File: config.mk
export PLATFORM = sky130hd
export DESIGN_NAME = iac_ctrl_regs
export DESIGN_NICKNAME = d
export VERILOG_FILES = /design/src/rtl/iac_pkg.sv /design/src/rtl/iac_ctrl_regs.sv
export VERILOG_INCLUDE_DIRS = /design/src /design/src/rtl
export SDC_FILE = /design/constraint.sdc
export NUM_CORES = 1
export LEC_CHECK = 0
export BUFFER_PORTS_ARGS = -buffer_cell sky130_fd_sc_hd__buf_2
export CORE_ASPECT_RATIO = 0.6
export CORE_UTILIZATION = 30
export DETAILED_ROUTE_END_ITERATION = 6
export PLACE_DENSITY = 0.48
export SYNTH_ARGS = -nofsm -noshare
export SYNTH_HDL_FRONTEND = slang
export SYNTH_SLANG_ARGS = --single-unit
File: constraint.sdc
create_clock -name core_clk -period 5.85 [get_ports core_clk]
set_input_delay 0.585 -clock core_clk [delete_from_list [all_inputs] [get_ports core_clk]]
set_output_delay 0.585 -clock core_clk [all_outputs]
set_load 0.01 [all_outputs]
File: src/rtl/iac_consts.svh
/*
 * Register map, field positions and timing figures of the two-wire
 * controller configuration block.
 * Assumes a single 100 MHz clock that serves as bus and kernel clock.
 */
`ifndef IAC_CONSTS_SVH
`define IAC_CONSTS_SVH
// ==========================================================
// Register byte offsets
`define IAC_OFF_CTRL1    8'h00
`define IAC_OFF_CTRL2    8'h04
`define IAC_OFF_OWN1     8'h08
`define IAC_OFF_OWN2     8'h0c
`define IAC_OFF_STATUS   8'h18
`define IAC_OFF_CLEAR    8'h1c
// ==========================================================
// Writable bits and reset value
`define IAC_C1_WMASK     32'h000fcfff
`define IAC_C2_WMASK     32'h03ffffff
`define IAC_C2_SETMASK   32'h0000e000
`define IAC_OWN1_WMASK   32'h000087ff
`define IAC_OWN2_WMASK   32'h000087fe
`define IAC_REG_RESET    32'h00000000
// ==========================================================
// Field positions, control_one
`define IAC_C1_GCALL     19
`define IAC_C1_WUP       18
`define IAC_C1_NOSTR     17
`define IAC_C1_SBYTE     16
`define IAC_C1_RXDMA     15
`define IAC_C1_TXDMA     14
`define IAC_C1_FLT_HI    11
`define IAC_C1_FLT_LO    8
`define IAC_C1_IE_HI     7
`define IAC_C1_IE_LO     1
`define IAC_C1_ON        0
// Field positions, control_two
`define IAC_C2_AUTO      25
`define IAC_C2_RELOAD    24
`define IAC_C2_NB_HI     23
`define IAC_C2_NB_LO     16
`define IAC_C2_NACK      15
`define IAC_C2_STOP      14
`define IAC_C2_START     13
`define IAC_C2_HEAD      12
`define IAC_C2_TEN       11
`define IAC_C2_DIR       10
// Field positions, own address registers and clear register
`define IAC_OWN_EN       15
`define IAC_OWN1_TEN     10
`define IAC_OWN2_MSK_HI  10
`define IAC_OWN2_MSK_LO  8
`define IAC_CLR_ADDR     3
// ==========================================================
// Write completion latency: 3 bus plus 4 kernel clock periods
`define IAC_BUS_CLK_NS   10
`define IAC_KER_CLK_NS   10
`define IAC_WR_SYNC_NS   (3 * `IAC_BUS_CLK_NS + 4 * `IAC_KER_CLK_NS)
`define IAC_WR_SYNC_CYC  (`IAC_WR_SYNC_NS / `IAC_BUS_CLK_NS)
`endif

File: src/rtl/iac_pkg.sv
/*
 * Types shared by the configuration block and its neighbours.
 * Assumes the protocol engine runs on the same clock as this block.
 */
package iac_pkg;
	// ==========================================================
	// Events and levels from the protocol engine
	typedef struct packed {
		logic       startSent;
		logic       arbLost;
		logic       stopDetected;
		logic       nackSent;
		logic       addrMatched;
		logic       byteCountDone;
		logic       busBusy;
		logic       isMaster;
		logic       rxAddrValid;
		logic       rxAddrTen;
		logic [9:0] rxAddr;
		logic       rxReady;
		logic       txReady;
		logic       sclPull;
		logic       sdaPull;
		logic [6:0] flags;
	} iac_eng_in_s;
	// ==========================================================
	// Commands and configuration towards the protocol engine
	typedef struct packed {
		logic       startGo;
		logic       stopReq;
		logic       addrAckValid;
		logic       addrAck;
		logic       tenRestart;
		logic       tenMode;
		logic       readDir;
		logic [9:0] target;
		logic [7:0] byteCount;
		logic       reload;
		logic       countActive;
		logic       stretchEn;
		logic       nackNext;
		logic       wakeEn;
		logic       sclFilt;
		logic       sdaFilt;
		logic       dmaRx;
		logic       dmaTx;
		logic       irq;
		logic       sclOe;
		logic       sdaOe;
	} iac_eng_out_s;
endpackage : iac_pkg

File: src/rtl/iac_ctrl_regs.sv
/*
 * Control and own-address registers of a two-wire bus controller,
 * reached over AHB-Lite, with input spike filters, address matching
 * and master launch control.
 * Assumes one slave on the bus, word accesses only, and a protocol
 * engine on core_clk that consumes the iac_eng_out_s commands.
 */
// Added by the designer: the AHB-Lite interface to the registers.
// How it works
// - General call address acked only when enabled
// - Wakeup enable settable only with zero filter
// - Stretch disable off; changed only while disabled
// - Slave byte control enables slave byte counting
// - DMA requests gated by their enable bits
// - Filter drops spikes up to N cycles
// - Seven enable bits gate interrupt sources
// - Peripheral off releases lines, resets state
// - Auto end sends stop after count
// - Byte count with reload; slave needs byte control
// - NACK request cleared by nack, stop, match
// - Stop request cleared on stop or disable
// - Start cleared after address, loss, clear
// - Start waits for idle bus, blocked by reload
// - Ten-bit read restart unless header only
// - Target address bits by addressing mode
// - Own address one match in both modes
// - Own address fields locked while enabled
// - Mask code hides low own-two bits
// - Own address two match on unmasked bits
// - Back-to-back writes stall until settled
`include "iac_consts.svh"
`timescale 1ns/1ps
`default_nettype none

module iac_ctrl_regs
	import iac_pkg::*;
(
	input  wire logic         core_clk,  // 100 MHz clock
	input  wire logic         resetn,    // Async reset, active low
	input  wire logic         hsel,      // Slave select
	input  wire logic [31:0]  haddr,     // Byte address
	input  wire logic [1:0]   htrans,    // Transfer type
	input  wire logic         hwrite,    // Write when high
	input  wire logic [2:0]   hsize,     // Word only
	input  wire logic [31:0]  hwdata,    // Write data
	input  wire logic         hready,    // Bus ready
	output logic              hreadyout, // Slave ready
	output logic              hresp,     // Always OKAY
	output logic [31:0]       hrdata,    // Read data
	input  wire logic         sclIn,     // Clock line level
	output logic              sclOut,    // Clock line drive value
	output logic              sclOe,     // Clock line pulled low
	input  wire logic         sdaIn,     // Data line level
	output logic              sdaOut,    // Data line drive value
	output logic              sdaOe,     // Data line pulled low
	input  wire iac_eng_in_s  eng,       // Engine events
	output iac_eng_out_s      engOut     // Engine commands
);
	// ==========================================================
	// State record
	typedef struct packed {
		logic [31:0]  ctrlOne;
		logic [31:0]  ctrlTwo;
		logic [31:0]  ownOne;
		logic [31:0]  ownTwo;
		logic         startIssued;
		logic         autoStop;
		logic         wrPend;
		logic [7:0]   wrAddr;
		logic [3:0]   busy;
		logic         hready;
		logic [31:0]  rdata;
		logic [1:0]   sclSync;
		logic [1:0]   sdaSync;
		logic [3:0]   sclCnt;
		logic [3:0]   sdaCnt;
		iac_eng_out_s out;
	} iac_state_s;

	localparam logic [3:0] WR_SYNC = 4'(`IAC_WR_SYNC_CYC);

	logic [1:0]  rstSync_ff;
	logic        rstn;
	iac_state_s  st_ff;
	iac_state_s  nxt_st;

	// ==========================================================
	// Spike filter: a new level is taken after len+1 steady cycles
	function automatic logic [4:0] filterStep(
		input logic       raw,
		input logic       cur,
		input logic [3:0] cnt,
		input logic [3:0] len
	);
		logic [4:0] res;
		res = {cur, 4'h0};
		if (raw != cur) begin
			if (cnt >= len) begin
				res = {raw, 4'h0};
			end else begin
				res = {cur, 4'(cnt + 4'h1)};
			end
		end
		return res;
	endfunction : filterStep

	// ==========================================================
	// Address decision for a received slave address
	function automatic logic addrAckCalc(
		input logic [9:0]  a,
		input logic        ten,
		input logic [31:0] c1,
		input logic [31:0] o1,
		input logic [31:0] o2
	);
		logic [6:0] keep;
		logic       gc;
		logic       hit1;
		logic       hit2;
		logic       rsv;
		keep = 7'h7f << o2[`IAC_OWN2_MSK_HI:`IAC_OWN2_MSK_LO];
		gc   = c1[`IAC_C1_GCALL] && !ten && (a[7:1] == 7'h00);
		if (o1[`IAC_OWN1_TEN]) begin
			hit1 = ten && (a == o1[9:0]);
		end else begin
			hit1 = !ten && (a[7:1] == o1[7:1]);
		end
		hit1 = hit1 && o1[`IAC_OWN_EN];
		rsv  = (a[7:4] == 4'h0) || (a[7:4] == 4'hf);
		hit2 = o2[`IAC_OWN_EN] && !ten
			&& ((a[7:1] & keep) == (o2[7:1] & keep))
			&& !((keep == 7'h00) && rsv);
		return gc || hit1 || hit2;
	endfunction : addrAckCalc

	// ==========================================================
	// Reset release through two flops
	always_ff @(posedge core_clk or negedge resetn) begin
		if (!resetn) begin
			rstSync_ff <= 2'b00;
		end else begin
			rstSync_ff <= {rstSync_ff[0], 1'b1};
		end
	end
	assign rstn = rstSync_ff[1];

	// ==========================================================
	// Next-state logic
	always_comb begin
		logic       isOn;
		logic       take;
		logic [3:0] fltLen;
		logic [31:0] w;
		logic [31:0] c2;
		nxt_st = st_ff;
		isOn   = st_ff.ctrlOne[`IAC_C1_ON];
		fltLen = st_ff.ctrlOne[`IAC_C1_FLT_HI:`IAC_C1_FLT_LO];
		take   = hsel && hready && htrans[1];
		w      = `IAC_REG_RESET;
		c2     = st_ff.ctrlTwo;
		nxt_st.out.startGo      = 1'b0;
		nxt_st.out.addrAckValid = 1'b0;
		nxt_st.out.addrAck      = 1'b0;

		// Pin synchronisers, second flop feeds the filters
		nxt_st.sclSync = {st_ff.sclSync[0], sclIn};
		nxt_st.sdaSync = {st_ff.sdaSync[0], sdaIn};
		{nxt_st.out.sclFilt, nxt_st.sclCnt} = filterStep(
			st_ff.sclSync[1], st_ff.out.sclFilt, st_ff.sclCnt, fltLen);
		{nxt_st.out.sdaFilt, nxt_st.sdaCnt} = filterStep(
			st_ff.sdaSync[1], st_ff.out.sdaFilt, st_ff.sdaCnt, fltLen);

		// Hardware clears of the request bits
		if (eng.nackSent || eng.stopDetected || eng.addrMatched) begin
			c2[`IAC_C2_NACK] = 1'b0;
		end
		if (eng.stopDetected) begin
			c2[`IAC_C2_STOP] = 1'b0;
		end
		if (eng.startSent || eng.arbLost) begin
			c2[`IAC_C2_START] = 1'b0;
		end

		// Write data phase, held off while a previous write settles
		if (st_ff.wrPend && (st_ff.busy == 4'h0)) begin
			nxt_st.wrPend = 1'b0;
			nxt_st.busy   = WR_SYNC;
			case (st_ff.wrAddr)
				`IAC_OFF_CTRL1: begin
					w = hwdata & `IAC_C1_WMASK;
					if (isOn) begin
						w[`IAC_C1_NOSTR] = st_ff.ctrlOne[`IAC_C1_NOSTR];
						w[`IAC_C1_FLT_HI:`IAC_C1_FLT_LO] = fltLen;
					end
					if (w[`IAC_C1_FLT_HI:`IAC_C1_FLT_LO] != 4'h0) begin
						w[`IAC_C1_WUP] = st_ff.ctrlOne[`IAC_C1_WUP];
					end
					nxt_st.ctrlOne = w;
				end
				`IAC_OFF_CTRL2: begin
					// Request bits only set by software, so a set wins
					c2 = (hwdata & `IAC_C2_WMASK & ~`IAC_C2_SETMASK)
						| ((c2 | hwdata) & `IAC_C2_SETMASK);
				end
				`IAC_OFF_OWN1: begin
					if (st_ff.ownOne[`IAC_OWN_EN]) begin
						nxt_st.ownOne[`IAC_OWN_EN] = hwdata[`IAC_OWN_EN];
					end else begin
						nxt_st.ownOne = hwdata & `IAC_OWN1_WMASK;
					end
				end
				`IAC_OFF_OWN2: begin
					if (st_ff.ownTwo[`IAC_OWN_EN]) begin
						nxt_st.ownTwo[`IAC_OWN_EN] = hwdata[`IAC_OWN_EN];
					end else begin
						nxt_st.ownTwo = hwdata & `IAC_OWN2_WMASK;
					end
				end
				`IAC_OFF_CLEAR: begin
					if (hwdata[`IAC_CLR_ADDR]) begin
						c2[`IAC_C2_START] = 1'b0;
					end
				end
				default: begin
				end
			endcase
		end else if (st_ff.busy != 4'h0) begin
			nxt_st.busy = st_ff.busy - 4'h1;
		end

		// Disabled peripheral: requests and filters back to idle
		if (!nxt_st.ctrlOne[`IAC_C1_ON]) begin
			c2[`IAC_C2_NACK]   = 1'b0;
			c2[`IAC_C2_STOP]   = 1'b0;
			c2[`IAC_C2_START]  = 1'b0;
			nxt_st.out.sclFilt = 1'b1;
			nxt_st.out.sdaFilt = 1'b1;
			nxt_st.sclCnt      = 4'h0;
			nxt_st.sdaCnt      = 4'h0;
		end
		nxt_st.ctrlTwo = c2;

		// Address phase: reads answer from the current state
		if (take) begin
			if (hwrite) begin
				nxt_st.wrPend = 1'b1;
				nxt_st.wrAddr = haddr[7:0];
			end else begin
				case (haddr[7:0])
					`IAC_OFF_CTRL1:  nxt_st.rdata = st_ff.ctrlOne;
					`IAC_OFF_CTRL2:  nxt_st.rdata = st_ff.ctrlTwo;
					`IAC_OFF_OWN1:   nxt_st.rdata = st_ff.ownOne;
					`IAC_OFF_OWN2:   nxt_st.rdata = st_ff.ownTwo;
					`IAC_OFF_STATUS: nxt_st.rdata = {16'h0000, eng.busBusy,
						5'h00, st_ff.out.sdaFilt, st_ff.out.sclFilt,
						1'b0, eng.flags};
					default:         nxt_st.rdata = 32'h00000000;
				endcase
			end
		end
		nxt_st.hready = !(nxt_st.wrPend && (nxt_st.busy != 4'h0));

		// Master launch: once per request, idle bus, no reload
		if (!st_ff.ctrlTwo[`IAC_C2_START]) begin
			nxt_st.startIssued = 1'b0;
		end else if (isOn && !st_ff.startIssued
			&& !st_ff.ctrlTwo[`IAC_C2_RELOAD] && !eng.busBusy) begin
			nxt_st.out.startGo = 1'b1;
			nxt_st.startIssued = 1'b1;
		end

		// Automatic stop after the count, master only, no reload
		if (!isOn || eng.stopDetected) begin
			nxt_st.autoStop = 1'b0;
		end else if (eng.byteCountDone && eng.isMaster
			&& st_ff.ctrlTwo[`IAC_C2_AUTO]
			&& !st_ff.ctrlTwo[`IAC_C2_RELOAD]) begin
			nxt_st.autoStop = 1'b1;
		end
		nxt_st.out.stopReq = isOn && (st_ff.ctrlTwo[`IAC_C2_STOP]
			|| st_ff.autoStop);

		// Launch fields; ten-bit reads restart unless header only
		nxt_st.out.tenMode    = st_ff.ctrlTwo[`IAC_C2_TEN];
		nxt_st.out.readDir    = st_ff.ctrlTwo[`IAC_C2_DIR];
		nxt_st.out.target     = st_ff.ctrlTwo[9:0];
		nxt_st.out.tenRestart = st_ff.ctrlTwo[`IAC_C2_TEN]
			&& st_ff.ctrlTwo[`IAC_C2_DIR]
			&& !st_ff.ctrlTwo[`IAC_C2_HEAD];
		nxt_st.out.byteCount  =
			st_ff.ctrlTwo[`IAC_C2_NB_HI:`IAC_C2_NB_LO];
		nxt_st.out.reload     = st_ff.ctrlTwo[`IAC_C2_RELOAD];
		nxt_st.out.countActive = eng.isMaster
			|| st_ff.ctrlOne[`IAC_C1_SBYTE];
		nxt_st.out.nackNext   = isOn && !eng.isMaster
			&& st_ff.ctrlTwo[`IAC_C2_NACK];
		nxt_st.out.stretchEn  = !st_ff.ctrlOne[`IAC_C1_NOSTR];
		nxt_st.out.wakeEn     = st_ff.ctrlOne[`IAC_C1_WUP];

		// Address match decision, one cycle after the address
		if (isOn && eng.rxAddrValid) begin
			nxt_st.out.addrAckValid = 1'b1;
			nxt_st.out.addrAck = addrAckCalc(eng.rxAddr, eng.rxAddrTen,
				st_ff.ctrlOne, st_ff.ownOne, st_ff.ownTwo);
		end

		// DMA, interrupt and line drive, all silenced when disabled
		nxt_st.out.dmaRx = isOn && st_ff.ctrlOne[`IAC_C1_RXDMA]
			&& eng.rxReady;
		nxt_st.out.dmaTx = isOn && st_ff.ctrlOne[`IAC_C1_TXDMA]
			&& eng.txReady;
		nxt_st.out.irq = isOn && |(eng.flags
			& st_ff.ctrlOne[`IAC_C1_IE_HI:`IAC_C1_IE_LO]);
		nxt_st.out.sclOe = isOn && eng.sclPull;
		nxt_st.out.sdaOe = isOn && eng.sdaPull;
	end

	// ==========================================================
	// State register
	always_ff @(posedge core_clk or negedge rstn) begin
		if (!rstn) begin
			st_ff <= '0;
			st_ff.hready <= 1'b1;
			st_ff.out.sclFilt <= 1'b1;
			st_ff.out.sdaFilt <= 1'b1;
			st_ff.out.stretchEn <= 1'b1;
		end else begin
			st_ff <= nxt_st;
		end
	end

	// Open-drain: the drive value is always low, the enable pulls
	assign hreadyout = st_ff.hready;
	assign hresp     = st_ff.wrPend & 1'b0;
	assign hrdata    = st_ff.rdata;
	assign sclOut    = st_ff.out.sclOe & 1'b0;
	assign sdaOut    = st_ff.out.sdaOe & 1'b0;
	assign sclOe     = st_ff.out.sclOe;
	assign sdaOe     = st_ff.out.sdaOe;
	assign engOut    = st_ff.out;

	logic [3:0] stallCnt_ff;
	logic       c2Write;
	always_ff @(posedge core_clk or negedge rstn) begin
		if (!rstn) begin
			stallCnt_ff <= 4'h0;
		end else if (!st_ff.hready) begin
			stallCnt_ff <= stallCnt_ff + 4'h1;
		end else begin
			stallCnt_ff <= 4'h0;
		end
	end
	assign c2Write = st_ff.wrPend && (st_ff.wrAddr == `IAC_OFF_CTRL2);
endmodule : iac_ctrl_regs

`default_nettype wire

==> impl_results.md <==
- Synth Area in Simple Gates: 0.0792
- CP Class: reg2reg
- Max-cap violations: 0
- Post-synthesis register bit count: 160
- Post-synth cell types: 51
- Pwr per Cell Area: about 320 mW/mm²
- Starting density of the core: 0.311
- Layout cell share with drive strength beyond 1: 0.385
- DRC Markers: 0
- Die Y: between 100 and 150 µm
- Main combinational cell family by area after synthesis: multiplexers
- Area grow syn2layout: 15.8%
- Initial antenna violation count: 3
- CTS tree: built
- Clock Latency Late Sink: around 430 ps
- Final hold vios: 0
- WP data required: approximately 6000 ps
- Total GRT Usage: 0.159
- Maximum number of pins on one net before global-route repair: just under 90
- Detail Route Antenna Nets: 0
- Final Max Slew Viols: 0
- Core Region: around 0.024 mm²
- FP Rows: between 40 and 50
- CTS Buffer Depth: 2
- Slew HR: 0.255
- Average size of a mapped cell: around 12 µm²
- First-pass iteration count of the detailed router: 4
- Synth Instances: approximately 600
- Final Cycle Share: 0.494
- Synth area leaders: dfrtp_1 53%, mux2_2 10%, buf_4 7.4%
- TritonCTS Buffers: 17
- Async set or reset register ratio after synthesis: 1.00
- Critical Path AT: roughly 3200 ps
- Leak: 4.12 nW
- Area share of the largest cell type after synthesis: 0.535
- Setup crit start kind: flop
- Post-Synth XOR/XNOR Area: 0.0276
- Setup violations, final: 0
- Initial DRC Count: 195
- Clock Sinks: 160
- Post-CTS Setup Inserts: 0
- Kind of end point of the critical path: flop
- Syn Std Cell Area: around 0.0073 mm²
- Depth of the most critical reg-to-reg path: 5
- Number of synthesized flops with an enable pin: 0
- Total Wirelength: around 19000 µm
- Synth Flop Type: dfrtp_1
- Count leader, synth: dfrtp_1
- Sequential area share after synthesis: 0.549
- VDD IR max: slightly below 0.2 mV
- Number of global-route vias before repair: a little under 5000
- Setup_tns: 0 ps
- Drt wl/cell: approximately 19 µm
- Overall Power: between 0.002 and 0.003 W
- Critical path fanouts, max: 15
- Fmax: around 350 MHz
- Status: finished clean
- Mux cell area share after synthesis: 0.158
- Port bufs: approximately 140
- Synth Area in Adders: 0.0188
- DR vias: 4726
- Synth Area in Compound Gates: 0.0713
- Vias/cell: 4.70
- Worst min path class: reg2async
- Global-route wire length before repair: ~29000 µm
- Tmin final: between 2000 and 3000 ps
- Final Skew: between 10 and 15 ps
- Worst-path clk slew: ~60 ps
- RSZ-0062 raised after global routing: no
- Most instantiated cells after synthesis: 156 x dfrtp_1, 72 x buf_4, 65 x mux2_2
- Die ar.: roughly 0.025 mm²
- Final global-route overflow total: 0
- Synth warn: 0
- H-Tree Depth: 4
- DIE WIDTH: between 200 and 250 µm
- Worst-Margin Slew: 1120 ps
- I/O pin cnt: ~180
- Area leader, netlist: dfrtp_1
- Final Net Count: about 790
- Routability cong.: 0.792
- Root buffer cell: clkbuf_16
- Post-detail-place hpwl: approximately 14000 µm
[flip-flops by register name, indices dropped and copies added (netlist names)]
signal      cells
st_ff          70
hreadyout       1
sdaOe           1
sclOe           1
engOut         35
hrdata         26
rstSync_ff      2
nxt_st         24
[metrics by stage]
| stage | cell area, µm² | utilization | hold slack [ps] | setup slack (ps) | instances |
|---|---|---|---|---|---|
| after floorplan | 7330 | - | 289 | 1070 | 600 |
| after global placement | 7850 | 0.334 | 135 | 2910 | 970 |
| after detailed placement | 7850 | 0.334 | 135 | 2880 | 970 |
| after CTS | 8450 | 0.359 | 141 | 2870 | 1003 |
| after global routing | 8450 | 0.359 | 147 | 2810 | 1003 |
| final | 8450 | 0.360 | 138 | 2960 | 1005 |
[final timing paths]
check	start	end	slack, ps
min reg2reg	rstSync_ff[1]	nxt_st[46]	140
min	rstSync_ff[1]	nxt_st[46]	140
max	st_ff[87]	nxt_st[26]	2960
max reg2reg	st_ff[87]	nxt_st[26]	2960
max in group asynchronous	rstSync_ff[1]	st_ff[87]	4380
min in group core_clk	sdaIn	nxt_st[46]	260
[cells in the final DEF (no fill, tap or decap), types with 4 or more instances in the layout]
master | netlist | final
a21oi_1 | 8 | 8
a22o_1 | 8 | 8
a22oi_1 | 9 | 9
a32oi_1 | 4 | 4
buf_2 | 3 | 138
buf_4 | 72 | 7
clkbuf_1 | 12 | 4
clkbuf_16 | 0 | 17
conb_1 | 2 | 10
dfrtp_1 | 156 | 155
dfstp_2 | 4 | 4
ha_1 | 11 | 11
inv_1 | 19 | 19
mux2_2 | 65 | 65
mux2_4 | 10 | 10
mux2i_1 | 14 | 14
mux4_2 | 6 | 6
nand2_1 | 33 | 33
nand2b_1 | 5 | 5
nand3_1 | 11 | 11
nor2_1 | 19 | 19
nor3_1 | 16 | 16
nor3b_1 | 4 | 4
nor4_1 | 6 | 6
o21ai_0 | 30 | 30
xnor2_1 | 6 | 6
xor2_1 | 17 | 17
[report_power, final]
part	switching [W]	internal, W	total, W
sequential	0.0000869	0.00120	0.00129
combinational	0.000171	0.000149	0.000320
clock	0.000456	0.000665	0.00112
[cells by family (layout without fill, tap and decap cells)]
group,Yosys count,count (layout)
AOI/OAI and AO/OA,78,78
xor gates and xnor gates,23,23
adders and majority gates,11,11
buffers and inverters,109,197
DFF,160,160
muxes,95,95
other,2,12
and+or+nand+nor,114,114
[repair_timing]
action / CTS / global route
setup endpoints to repair: 0 / 0
gates resized for setup: 0 / 0
hold endpoints to repair: 2 / 0
hold buffers: 1 / 0
[routing by layer]
metal,up-vias,share of wire,track usage,routed length (µm)
met1,2402,0.50,0.229,9540
met2,138,0.42,0.225,7970
met3,10,0.067,0.0534,1270
li1,2174,-,-,-
met5,-,0.00069,0,13
met4,2,0.0065,0.0390,122
[cell type report]
class | instances | area [µm²]
Fill cell | 2263 | 15100
Sequential cell | 160 | 4010
Multi-Input combinational cell | 331 | 2630
Timing Repair Buffer | 146 | 753
Clock buffer | 24 | 482
Tap cell | 315 | 394
Clock inverter | 8 | 104
Inverter | 19 | 71.3
Antenna cell | 2 | 5.00
[worst max-delay path: stages, from the launching register on]
cell and delay [ps]:
dfrtp_1 370, or4_4 560, or3b_4 420, nor2_2 640, buf_4 400, mux2_2 360
No activity file was read; power rests on OpenSTA's default activity.
